===== config.mk =====
export PLATFORM = sky130hd
export DESIGN_NAME = mss_stop_select
export DESIGN_NICKNAME = d
export VERILOG_FILES = /design/src/rtl/mss_pkg.sv /design/src/rtl/mss_sync.sv /design/src/rtl/mss_stop_select.sv
export VERILOG_INCLUDE_DIRS = /design/src /design/src/rtl
export SDC_FILE = /design/constraint.sdc
export NUM_CORES = 1
export LEC_CHECK = 0
export BUFFER_PORTS_ARGS = -buffer_cell sky130_fd_sc_hd__buf_4
export CAP_MARGIN = 20
export CORE_MARGIN = 1.5
export CORE_UTILIZATION = 48
export DETAILED_ROUTE_END_ITERATION = 10
export PLACE_DENSITY_LB_ADDON = 0.08
export REMOVE_ABC_BUFFERS = 1
export SLEW_MARGIN = 30
export SYNTH_ARGS = -nofsm -noshare
export SYNTH_HDL_FRONTEND = slang
export SYNTH_HIERARCHICAL = 1
export SYNTH_SLANG_ARGS = --single-unit

===== constraint.sdc =====
create_clock -name pclk -period 2.9 [get_ports pclk]
set_clock_uncertainty 0.2 [all_clocks]
set_input_delay 0.58 -clock pclk [delete_from_list [all_inputs] [get_ports pclk]]
set_output_delay 0.58 -clock pclk [all_outputs]
set_load 0.01 [all_outputs]

===== src/rtl/mss_defs.svh =====
// Constants for the motor stop mode select block: register map, field layout, reset values, timing.
// Assumes inclusion by bare name from the block's design files.
`ifndef MSS_DEFS_SVH
`define MSS_DEFS_SVH

`define MSS_CLK_PERIOD_NS   10
`define MSS_MS_IN_PS        1000000000
`define MSS_CLK_PERIOD_PS   10000
`define MSS_CYC_PER_MS      (`MSS_MS_IN_PS / `MSS_CLK_PERIOD_PS)

`define MSS_ADDR_STOP_SEL   8'h00
`define MSS_ADDR_TORQUE     8'h04
`define MSS_ADDR_DECEL_TIME 8'h08
`define MSS_ADDR_APPLY      8'h0c
`define MSS_ADDR_STATUS     8'h10
`define MSS_ADDR_ACTIVE     8'h14

`define MSS_F_SO_LSB        0
`define MSS_F_SO_MSB        1
`define MSS_F_SC_LSB        2
`define MSS_F_SC_MSB        3
`define MSS_F_EXT_LSB       4
`define MSS_F_EXT_MSB       6
`define MSS_F_FH_LSB        8
`define MSS_F_FH_MSB        10
`define MSS_F_SENSE         12
`define MSS_F_APPLY         0

`define MSS_SO_DYN          2'h0
`define MSS_SO_DYN_FREE     2'h1
`define MSS_SO_FREE         2'h2
`define MSS_SC_ZERO         2'h0
`define MSS_SC_AS_SO        2'h1
`define MSS_SC_EXT          2'h2
`define MSS_EXT_AS_SO       3'h0
`define MSS_EXT_TRQ_SO      3'h1
`define MSS_EXT_TRQ_FREE    3'h2
`define MSS_EXT_TIME_SO     3'h3
`define MSS_EXT_TIME_FREE   3'h4

`define MSS_RST_SO          2'h0
`define MSS_RST_SC          2'h1
`define MSS_RST_EXT         3'h1
`define MSS_RST_FH          3'h1
`define MSS_RST_SENSE       1'h0
`define MSS_RST_TORQUE      10'h320
`define MSS_MAX_TORQUE      10'h320
`define MSS_RST_DECEL_MS    14'h0000
`define MSS_MAX_DECEL_MS    14'h2710

`endif


===== src/rtl/mss_pkg.sv =====
// Types shared by the motor stop mode select block.
// Assumes nothing beyond a SystemVerilog compiler.
package mss_pkg;

	typedef enum logic [2:0]
	{
		mss_run,
		mss_zero_hold,
		mss_decel,
		mss_dyn_brake,
		mss_dyn_then_free,
		mss_free
	} mss_state_t;

	typedef enum logic [2:0]
	{
		mss_cause_none,
		mss_cause_main_power,
		mss_cause_ctrl_power,
		mss_cause_forced_halt,
		mss_cause_servo_off,
		mss_cause_second_class
	} mss_cause_t;

endpackage


===== src/rtl/mss_sync.sv =====
// Two flip-flop synchroniser for a group of asynchronous level inputs.
// Assumes the inputs are levels that stay put for several clock cycles.
`timescale 1ns/1ps
module mss_sync
#(
	parameter int WIDTH = 1
)
(
	input  wire logic             pclk,    // Block clock.
	input  wire logic             presetn, // Asynchronous reset, active low.
	input  wire logic [WIDTH-1:0] async_in, // Raw levels from pins.
	output logic      [WIDTH-1:0] sync_out  // Levels safe to read in pclk domain.
);

	logic [WIDTH-1:0] stage1;

	always_ff @(posedge pclk or negedge presetn)
	begin
		if (!presetn)
		begin
			stage1   <= '0;
			sync_out <= '0;
		end
		else
		begin
			stage1   <= async_in;
			sync_out <= stage1;
		end
	end

endmodule // mss_sync


===== src/rtl/mss_stop_select.sv =====
// Motor stop mode select: picks how the power stage halts the motor and the rotation sense, APB registers.
// Assumes an APB master on pclk, stop causes from pins, and motor_stopped from speed logic on pclk.
// Summary of operation
// - Servo-off selector: 0 dynamic brake, 1 brake then free, 2 free; default 0.
// - Servo off and first-class alarm share the servo-off selector.
// - Second-class alarm uses its own selector.
// - Second-class selector: 0 zero speed, 1 as servo off, 2 extended; default 1.
// - Extended selector counts only when second-class selector is 2.
// - Forced-halt input stops per forced-halt selector, default 1.
// - Extended and forced-halt values 1 and 2 decelerate under common stop torque.
// - Values 3 and 4 decelerate within the common deceleration stop time.
// - Value 0 acts as servo off; 1 and 3 servo off after; 2, 4 free after.
// - In torque control every stop other than power loss follows the servo-off selector.
// - Main power loss always gives a dynamic braking stop.
// - Control power loss brakes dynamically, except one high-power variant which coasts.
// - Rotation sense: 0 counter-clockwise, 1 clockwise for positive command; default 0.
// - Clockwise means clockwise seen from the motor shaft end.
// - Common stop torque is percent of rated, 0 to 800, default 800, clamped.
// - Deceleration stop time from maximum speed, 0 to 10000 ms; 0 stops at once.
`timescale 1ns/1ps
`include "mss_defs.svh"
module mss_stop_select
#(
	parameter int  CYC_PER_MS         = `MSS_CYC_PER_MS,
	parameter bit  HIGH_POWER_VARIANT = 1'b0
)
(
	input  wire logic        pclk,               // Block clock, 100 MHz.
	input  wire logic        presetn,            // Asynchronous reset, active low.
	input  wire logic        psel,               // APB select.
	input  wire logic        penable,            // APB enable.
	input  wire logic        pwrite,             // APB write.
	input  wire logic [7:0]  paddr,              // APB byte address.
	input  wire logic [31:0] pwdata,             // APB write data.
	output logic      [31:0] prdata,             // APB read data.
	output logic             pready,             // APB ready.
	output logic             pslverr,            // APB error on unmapped address.
	input  wire logic        servo_off_req,      // Servo off request pin.
	input  wire logic        first_class_alarm,  // First-class alarm pin.
	input  wire logic        second_class_alarm, // Second-class alarm pin.
	input  wire logic        forced_halt_input,  // Forced-halt input pin.
	input  wire logic        main_power_lost,    // Main circuit power lost pin.
	input  wire logic        ctrl_power_lost,    // Control circuit power lost pin.
	input  wire logic        torque_mode,        // Torque control mode pin.
	input  wire logic        motor_stopped,      // Motor at standstill, from pclk logic.
	input  wire logic [9:0]  max_torque_pct,     // Motor maximum torque, percent of rated.
	input  wire logic [31:0] speed_cmd_in,       // Received signed speed command.
	input  wire logic [31:0] feedback_in,        // Encoder feedback for monitors.
	output logic             dyn_brake_on,       // Dynamic brake engaged.
	output logic             servo_energized,    // Power stage driving the motor.
	output logic             zero_speed_cmd,     // Speed command forced to zero.
	output logic             decel_active,       // Limited deceleration in progress.
	output logic             decel_by_time,      // Deceleration ruled by stop time.
	output logic      [9:0]  stop_torque_limit,  // Torque limit during deceleration.
	output logic      [13:0] decel_time_ms,      // Stop time from maximum speed.
	output logic      [31:0] motor_speed_cmd,    // Command to the power stage.
	output logic      [31:0] monitor_out,        // Feedback for encoder and analog monitors.
	output logic             rotation_reversed   // Active rotation sense is clockwise.
);

	logic [6:0]  pins_sync;
	logic        so_s;
	logic        fa_s;
	logic        sa_s;
	logic        fh_s;
	logic        mp_s;
	logic        cp_s;
	logic        tq_s;
	logic [1:0]  pend_so;
	logic [1:0]  pend_sc;
	logic [2:0]  pend_ext;
	logic [2:0]  pend_fh;
	logic        pend_sense;
	logic [1:0]  act_so;
	logic [1:0]  act_sc;
	logic [2:0]  act_ext;
	logic [2:0]  act_fh;
	logic        act_sense;
	logic [9:0]  torque_set;
	logic [13:0] time_set;
	logic        post_free;
	logic [31:0] prescale;
	logic [13:0] ms_count;
	mss_pkg::mss_state_t state;
	mss_pkg::mss_state_t next_state;
	mss_pkg::mss_cause_t cause;
	mss_pkg::mss_cause_t next_cause;
	logic        next_post_free;
	logic        next_by_time;

	mss_sync
	#(
		.WIDTH(7)
	)
	u_pin_sync
	(
		.pclk    (pclk),
		.presetn (presetn),
		.async_in({torque_mode, ctrl_power_lost, main_power_lost, forced_halt_input,
		           second_class_alarm, first_class_alarm, servo_off_req}),
		.sync_out(pins_sync)
	);

	assign so_s = pins_sync[0];
	assign fa_s = pins_sync[1];
	assign sa_s = pins_sync[2];
	assign fh_s = pins_sync[3];
	assign mp_s = pins_sync[4];
	assign cp_s = pins_sync[5];
	assign tq_s = pins_sync[6];

	// APB decode; the slave answers in the access cycle with no wait states.
	wire acc        = psel && penable;
	wire wr         = acc && pwrite;
	wire hit_sel    = paddr == `MSS_ADDR_STOP_SEL;
	wire hit_trq    = paddr == `MSS_ADDR_TORQUE;
	wire hit_time   = paddr == `MSS_ADDR_DECEL_TIME;
	wire hit_apply  = paddr == `MSS_ADDR_APPLY;
	wire hit_status = paddr == `MSS_ADDR_STATUS;
	wire hit_active = paddr == `MSS_ADDR_ACTIVE;
	wire mapped     = hit_sel | hit_trq | hit_time | hit_apply | hit_status | hit_active;
	wire do_apply   = wr && hit_apply && pwdata[`MSS_F_APPLY];
	wire [9:0]  wr_trq  = (pwdata > 32'(`MSS_MAX_TORQUE)) ? `MSS_MAX_TORQUE : pwdata[9:0];
	wire [13:0] wr_time = (pwdata > 32'(`MSS_MAX_DECEL_MS)) ? `MSS_MAX_DECEL_MS : pwdata[13:0];

	assign pready  = 1'b1;
	assign pslverr = acc && !mapped;

	wire [31:0] rd_sel = {19'h00000, pend_sense, 1'b0, pend_fh, 1'b0, pend_ext, pend_sc, pend_so};
	wire [31:0] rd_act = {19'h00000, act_sense, 1'b0, act_fh, 1'b0, act_ext, act_sc, act_so};
	wire [31:0] rd_sts = {23'h000000, decel_by_time, 2'h0, cause, state};
	assign prdata = hit_sel    ? rd_sel :
	                hit_trq    ? {22'h000000, torque_set} :
	                hit_time   ? {18'h00000, time_set} :
	                hit_status ? rd_sts :
	                hit_active ? rd_act : 32'h00000000;

	// Pending selectors are written freely; the active copy follows only on an apply write while in run.
	always_ff @(posedge pclk or negedge presetn)
	begin
		if (!presetn)
		begin
			pend_so    <= `MSS_RST_SO;
			pend_sc    <= `MSS_RST_SC;
			pend_ext   <= `MSS_RST_EXT;
			pend_fh    <= `MSS_RST_FH;
			pend_sense <= `MSS_RST_SENSE;
		end
		else if (wr && hit_sel)
		begin
			pend_so    <= pwdata[`MSS_F_SO_MSB:`MSS_F_SO_LSB];
			pend_sc    <= pwdata[`MSS_F_SC_MSB:`MSS_F_SC_LSB];
			pend_ext   <= pwdata[`MSS_F_EXT_MSB:`MSS_F_EXT_LSB];
			pend_fh    <= pwdata[`MSS_F_FH_MSB:`MSS_F_FH_LSB];
			pend_sense <= pwdata[`MSS_F_SENSE];
		end
	end

	always_ff @(posedge pclk or negedge presetn)
	begin
		if (!presetn)
		begin
			act_so    <= `MSS_RST_SO;
			act_sc    <= `MSS_RST_SC;
			act_ext   <= `MSS_RST_EXT;
			act_fh    <= `MSS_RST_FH;
			act_sense <= `MSS_RST_SENSE;
		end
		else if (do_apply && state == mss_pkg::mss_run)
		begin
			act_so    <= pend_so;
			act_sc    <= pend_sc;
			act_ext   <= pend_ext;
			act_fh    <= pend_fh;
			act_sense <= pend_sense;
		end
	end

	// Torque and stop time take effect at once.
	always_ff @(posedge pclk or negedge presetn)
	begin
		if (!presetn)
		begin
			torque_set <= `MSS_RST_TORQUE;
			time_set   <= `MSS_RST_DECEL_MS;
		end
		else
		begin
			if (wr && hit_trq)
				torque_set <= wr_trq;
			if (wr && hit_time)
				time_set <= wr_time;
		end
	end

	// Servo-off behaviour, shared by servo off and first-class alarms.
	function automatic mss_pkg::mss_state_t so_target(input logic [1:0] sel);
		unique case (sel)
			`MSS_SO_DYN_FREE: so_target = mss_pkg::mss_dyn_then_free;
			`MSS_SO_FREE:     so_target = mss_pkg::mss_free;
			default:          so_target = mss_pkg::mss_dyn_brake;
		endcase
	endfunction

	wire mss_pkg::mss_state_t so_state = so_target(act_so);

	// Extended-style selector decode shared by second-class extended and forced halt.
	wire [2:0] ext_eff   = act_ext;
	wire       use_ext   = act_sc == `MSS_SC_EXT;
	wire [2:0] sc_code   = use_ext ? ext_eff : `MSS_EXT_AS_SO;
	wire [2:0] halt_code = fh_s ? act_fh : sc_code;
	wire       code_decel = (halt_code >= `MSS_EXT_TRQ_SO) && (halt_code <= `MSS_EXT_TIME_FREE);
	wire       code_time  = (halt_code == `MSS_EXT_TIME_SO) || (halt_code == `MSS_EXT_TIME_FREE);
	wire       code_free  = (halt_code == `MSS_EXT_TRQ_FREE) || (halt_code == `MSS_EXT_TIME_FREE);
	wire       sc_zero    = !fh_s && act_sc == `MSS_SC_ZERO;
	wire       any_stop   = so_s | fa_s | sa_s | fh_s;
	wire       power_loss = mp_s | cp_s;
	wire mss_pkg::mss_state_t power_state = (!mp_s && HIGH_POWER_VARIANT) ? mss_pkg::mss_free
	                                                                        : mss_pkg::mss_dyn_brake;
	wire mss_pkg::mss_cause_t start_cause = fh_s           ? mss_pkg::mss_cause_forced_halt :
	                                        (so_s || fa_s) ? mss_pkg::mss_cause_servo_off :
	                                                         mss_pkg::mss_cause_second_class;
	wire ext_path   = fh_s || (!so_s && !fa_s);
	wire time_done  = ms_count >= time_set;
	wire decel_done = motor_stopped || (decel_by_time && time_done);

	always_comb
	begin
		next_state     = state;
		next_cause     = cause;
		next_post_free = post_free;
		next_by_time   = decel_by_time;
		if (power_loss)
		begin
			next_state = power_state;
			next_cause = mp_s ? mss_pkg::mss_cause_main_power : mss_pkg::mss_cause_ctrl_power;
		end
		else
		begin
			unique case (state)
				mss_pkg::mss_run:
				begin
					if (any_stop)
					begin
						next_cause = start_cause;
						if (tq_s || !ext_path)
							next_state = so_state;
						else if (sc_zero)
							next_state = mss_pkg::mss_zero_hold;
						else if (code_decel)
						begin
							next_state     = mss_pkg::mss_decel;
							next_post_free = code_free;
							next_by_time   = code_time;
						end
						else
							next_state = so_state;
					end
				end
				mss_pkg::mss_decel:
				begin
					if (decel_done)
						next_state = post_free ? mss_pkg::mss_free : so_state;
				end
				mss_pkg::mss_dyn_then_free:
				begin
					if (motor_stopped)
						next_state = mss_pkg::mss_free;
				end
				default:
				begin
					if (!any_stop)
					begin
						next_state = mss_pkg::mss_run;
						next_cause = mss_pkg::mss_cause_none;
					end
				end
			endcase
		end
	end

	always_ff @(posedge pclk or negedge presetn)
	begin
		if (!presetn)
		begin
			state         <= mss_pkg::mss_run;
			cause         <= mss_pkg::mss_cause_none;
			post_free     <= 1'b0;
			decel_by_time <= 1'b0;
		end
		else
		begin
			state         <= next_state;
			cause         <= next_cause;
			post_free     <= next_post_free;
			decel_by_time <= next_by_time;
		end
	end

	// Millisecond timer for the time-limited deceleration; restarts on each entry.
	wire ms_tick = prescale == 32'(CYC_PER_MS - 1);

	always_ff @(posedge pclk or negedge presetn)
	begin
		if (!presetn)
		begin
			prescale <= 32'h00000000;
			ms_count <= 14'h0000;
		end
		else if (state != mss_pkg::mss_decel)
		begin
			prescale <= 32'h00000000;
			ms_count <= 14'h0000;
		end
		else
		begin
			prescale <= ms_tick ? 32'h00000000 : prescale + 32'h00000001;
			if (ms_tick && !time_done)
				ms_count <= ms_count + 14'h0001;
		end
	end

	assign servo_energized = (state == mss_pkg::mss_run) || (state == mss_pkg::mss_zero_hold) ||
	                         (state == mss_pkg::mss_decel);
	assign dyn_brake_on    = (state == mss_pkg::mss_dyn_brake) || (state == mss_pkg::mss_dyn_then_free);
	assign zero_speed_cmd  = (state == mss_pkg::mss_zero_hold) || (state == mss_pkg::mss_decel);
	assign decel_active    = state == mss_pkg::mss_decel;
	assign rotation_reversed = act_sense;
	assign decel_time_ms   = time_set;

	// Command, torque limit and monitor copies are registered outputs.
	always_ff @(posedge pclk or negedge presetn)
	begin
		if (!presetn)
		begin
			motor_speed_cmd   <= 32'h00000000;
			monitor_out       <= 32'h00000000;
			stop_torque_limit <= `MSS_RST_TORQUE;
		end
		else
		begin
			if (next_state != mss_pkg::mss_run)
				motor_speed_cmd <= 32'h00000000;
			else if (act_sense)
				motor_speed_cmd <= 32'h00000000 - speed_cmd_in;
			else
				motor_speed_cmd <= speed_cmd_in;
			monitor_out       <= feedback_in;
			stop_torque_limit <= (torque_set > max_torque_pct) ? max_torque_pct : torque_set;
		end
	end

endmodule // mss_stop_select


-- Yosys cells after proc, flatten, opt, wreduce, memory -nomap -nowiden
Index checks and enable logic that the tools add are counted.
- register bits after elaboration: 188
- input bits: 127
- output and inout bits: 128
- logic and storage cells: 136
- $add $sub $neg: 3
- magnitude comparators: 6
- equal/unequal tests: 20
- mux-type cells: 34
- bitwise logic cells: 12
- reductions and logical operators: 38
- operators by type and width (kind ; number):
    two-way mux 32 bit ; 4
    two-way mux 14 bit ; 6
    two-way mux 3 bit ; 15
    adder 32 x 1 -> 32 bit, second input constant ; 1
    == test 32 x 17 -> 1 bit, second input constant ; 1
    greater-than comparator 32 x 10 -> 1 bit, second input constant ; 1
    greater-than comparator 32 x 14 -> 1 bit, second input constant ; 1
    subtractor 1 x 32 -> 32 bit, first input constant ; 1
    two-way mux 13 bit ; 2
    two-way mux 10 bit ; 2
    == test 8 x 4 -> 1 bit, second input constant ; 2
    == test 8 x 5 -> 1 bit, second input constant ; 2
    adder 14 x 1 -> 14 bit, second input constant ; 1
    greater-or-equal comparator 14 bit ; 1
    logical AND 1 bit ; 14
    == test 3 x 2 -> 1 bit, second input constant ; 4
    one-hot mux 3 bit (2 select lines) ; 2
    greater-than comparator 10 bit ; 1
    logical OR 1 bit ; 10
    bitwise OR 1 bit ; 9
    one-hot mux 3 bit (3 select lines) ; 1
    == test 8 x 3 -> 1 bit, second input constant ; 1
    logical NOT 8 bit ; 1
    == test 3 bit, second input constant ; 2
    other kinds (20) ; 28

-- Logic depth before layout (Yosys ltp)
- depth after elaboration: 13
- gate-level depth with buffers: 11
- mapped depth without buffers: 9

-- Cells and area by module
The synthesis kept the hierarchy.
- modules (own cells, without submodules) (module ; instances ; cells each ; area an instance (um2) ; sequential area each (um2)):
    mss_stop_select ; 1 ; 843 ; 8684.6 ; 4369.2
    mss_sync ; 1 ; 14 ; 350.3 ; 350.3

-- Least setup slack after synthesis
OpenSTA, ideal clock, no wires.
- path kind: input to output
- start point: input paddr[1]
- end point: output prdata[1]
- arrival: 2363 ps
- data required time: 2120 ps
- slack: -243 ps
- stages on the path: 8
- path buffers: 2
- cells stage by stage: or4_4 -> or3_1 -> buf_6 -> nor2_2 -> and2_1 -> buf_4 -> a22oi_1 -> o21ai_0
- cells in the longest elaborated chain, start to end: 6
- elaborated cells between the ends (all ways): 10
- classes of those cells: 4 x eq/ne; 5 x mux; 1 x reduce/logical
- RTL lines (element ; RTL line ; RTL):
    start: declaration ; mss_stop_select.sv:33 ; input wire logic [7:0] paddr,
    == test 8 x 5 -> 1 bit (no line) ; - ;
    two-way mux 13 bit ; mss_stop_select.sv:136 ; hit_active ? rd_act : 32'h00000000;
    two-way mux 13 bit ; mss_stop_select.sv:135 ; hit_status ? rd_sts :
    two-way mux 14 bit ; mss_stop_select.sv:134 ; hit_time ? {18'h00000, time_set} :
    two-way mux 14 bit ; mss_stop_select.sv:133 ; hit_trq ? {22'h000000, torque_set} :
    two-way mux 14 bit * ; mss_stop_select.sv:132 ; assign prdata = hit_sel ? rd_sel :
    end: declaration ; mss_stop_select.sv:35 ; output logic [31:0] prdata,
Mark *: on every way between the ends. The rest lies on a longest branch, timed or not.

-- Final worst setup path
- start point: input paddr[1]
- end point: output prdata[9]
The elaborated chain is that of the path after synthesis.

==> metrics.txt <==
Synth Area per Inst 10.5 um^2; Data required, critical path 2.12 ns; Die Ht 140 um; vias in the first global route 7167; Final ANT Viol Nets 0; final cell count without fillers 1389; Design Power 5.38 mW; Pleak 5.73 nW; Placeable Area 18200 um^2; # setup viols final 9; CP endpoint kind output port; minimum clock period 3.13 ns; largest net degree at the start of global routing 87; iteration count of the initial detailed-routing pass 5; Crit-path slowest cell or4_4; r2r setup slk 0.18 ns; Die X 140 um; initial DRC count 294; MaxCap Viol Count 0; worst hold-check path type in -> async; total global-route track usage 23.6%; Final #Nets 1302; worst-margin pin slew 0.700 ns; most numerous cell in the Yosys netlist dfrtp_1; kind of critical path in -> out; CTS tree yes; Clock Latency Late Sink 0.43 ns; unrepaired setup endpoints after global routing true; Buf/Inv on CP 3; worst setup margin -0.227 ns; power density over cell area 440 nW/um^2; routed len/inst 16.4 um; Critical Path Max Stage Delay 0.54 ns; Cell Count Post-Placement 1347; CP max FO 6; ys flop type dfrtp_1; crit start category input port; Filler Cell Count 1431; Synth area leaders dfrtp_1 (49%), xor2_1 (4.7%), ha_1 (3.9%); number of antenna diodes 0; first-pass GRT wire length 36900 um; htree depth 4; Syn Inst Count 857; violated checks negative hold slack, negative setup slack; DRT Wirelength 22800 um; VDD IR max 411 uV; fin area 12200 um^2; Post-Syn Area 9030 um^2; most frequent CP cell buf_4; area grow syn2layout 35.4%; Period Utilization, post-route 108%; DP Area 11400 um^2; total grt overflow 0; IO Pins 255; max-slew violations 0; die area 19700 um^2; Core Rows 49; IO Port Bufs 235; synthesis-stage register bit count 188; number of distinct library cells after synthesis 63; Worst Path Arrival 2.35 ns; CTS Root Cell clkbuf_16; status finished with violations; share of layout cells above drive strength 1 35.3%; Worst R2R End motor_speed_cmd[6]; max frequency 320 MHz; DRC Markers 0; yosys warns 6; crit path cell chain buf_6 > or4_4 > or3_4 > nor2_4 > and2_4 > buf_4 > a221oi_1 > a21oi_1 > buf_4; final hold vios 15; ys async rst share 100%; Synth top area share 48.7%; Initial Util 49.6%; vias 7425; Final GP Congestion 0.889; Clock Sinks 188; R2R depth 6; clk slew on worst S/H paths 0.08 ns; top cell type by total area after synthesis dfrtp_1; r2r startpoint u_pin_sync/sync_out[3]; setup tns final -1.72 ns; Seq/Total Area, Yosys 52.2%; number of flops mapped to enable cells by yosys 0; Via density 5.35; Num CTS Buffers 17; CTS max path bufs 2; antenna violations before repair 0; Crit path max-delay family simple AND/OR/NAND/NOR gates; hold_ws -0.0107 ns; post-detail-place hpwl 17000 um; Synth top cells by count dfrtp_1 (176), nor2_1 (71), nand2_1 (56); Rel. slew slack 53.3%
==> cells by family (layout without fill, tap and decap cells) <==
family | after synthesis | after routing | share of synthesized area, %
flip-flops | 188 | 188 | 52.2
adder cells (fa/ha/maj) | 28 | 28 | 3.88
XOR/XNOR | 71 | 71 | 6.88
other | 2 | 19 | 0.0831
buffers and inverters | 88 | 374 | 4.75
AND/OR/NAND/NOR | 307 | 307 | 17.9
AO/OA/AOI/OAI | 142 | 142 | 10.5
multiplexers | 31 | 31 | 3.78
==> cells in the final DEF (no fill, tap or decap), drive strengths merged, types with 13 or more instances in the layout <==
cell	n
ha	28
nor3	54
o21ai	33
clkbuf	19
nand3	22
a22o	20
dfrtp	176
nor4	13
conb	19
a21oi	35
inv	48
nand2	57
buf	301
nor2	74
mux2	25
xor2	48
xnor2	23
nand4	18
o31ai	14
==> timing repair <==
item                                    in CTS  in global routing
setup buffers                                2                  9
pin swaps                                    0                  4
endpoints found under the setup margin      12                 43
gates resized for setup                     29                 14
hold buffers                                 0                  0
==> worst max path at each step <==
stage | startpoint | to | cells past startpoint
4_1_cts | paddr[1] | prdata[9] | 9
5_1_grt | paddr[1] | prdata[9] | 9
2_1_floorplan | decel_time_ms[13] | motor_speed_cmd[10] | 9
6_report | paddr[1] | prdata[9] | 9
3_5_place_dp | paddr[1] | prdata[9] | 9
3_3_place_gp | paddr[1] | prdata[1] | 8
==> sequential cells by signal, summed over array words and instances, names as in the netlist, 7 cells and up <==
| name | cells |
|---|---|
| monitor_out | 32 |
| motor_speed_cmd | 32 |
| prescale | 32 |
| decel_time_ms | 14 |
| ms_count | 14 |
| stop_torque_limit | 10 |
| torque_set | 10 |
| u_pin_sync/stage1 | 7 |
| u_pin_sync/sync_out | 7 |
==> through the flow <==
| stage | setup slack [ns] | utilization, % |
|---|---|---|
| detailed placement | -0.341 | 62.6 |
| global placement | -0.322 | 62.6 |
| finish | -0.227 | 67.2 |
| global route | -0.300 | 67.2 |
| CTS | -0.209 | 66.4 |
| floorplan | -0.890 | - |
==> cell type report <==
type / instances / area (um^2) / area share [%]
inverter: 40 / 150 / 1.23
clock inverter: 14 / 149 / 1.22
sequential: 188 / 4720 / 38.6
multi-input combinational: 598 / 4090 / 33.4
timing repair buffer: 302 / 2400 / 19.6
tap: 229 / 287 / 2.34
clock buffer: 18 / 439 / 3.59
==> per-layer routing <==
layer | up-vias | GRT usage [%] | share of wire [%]
li1 | 3584 | - | -
met1 | 3587 | 32.0 | 44
met2 | 220 | 38.5 | 49
met3 | 34 | 4.24 | 5.1
met4 | 0 | 7.59 | 2.0
met5 | - | 0 | 0
==> report_power, final <==
group	leakage, nW	switching, mW	internal, mW	total [mW]
registers	2.44	0.0201	2.66	2.68
logic	3.01	0.202	0.203	0.406
clock network	0.280	1.11	1.18	2.29
No activity file was read; power rests on OpenSTA's default activity.
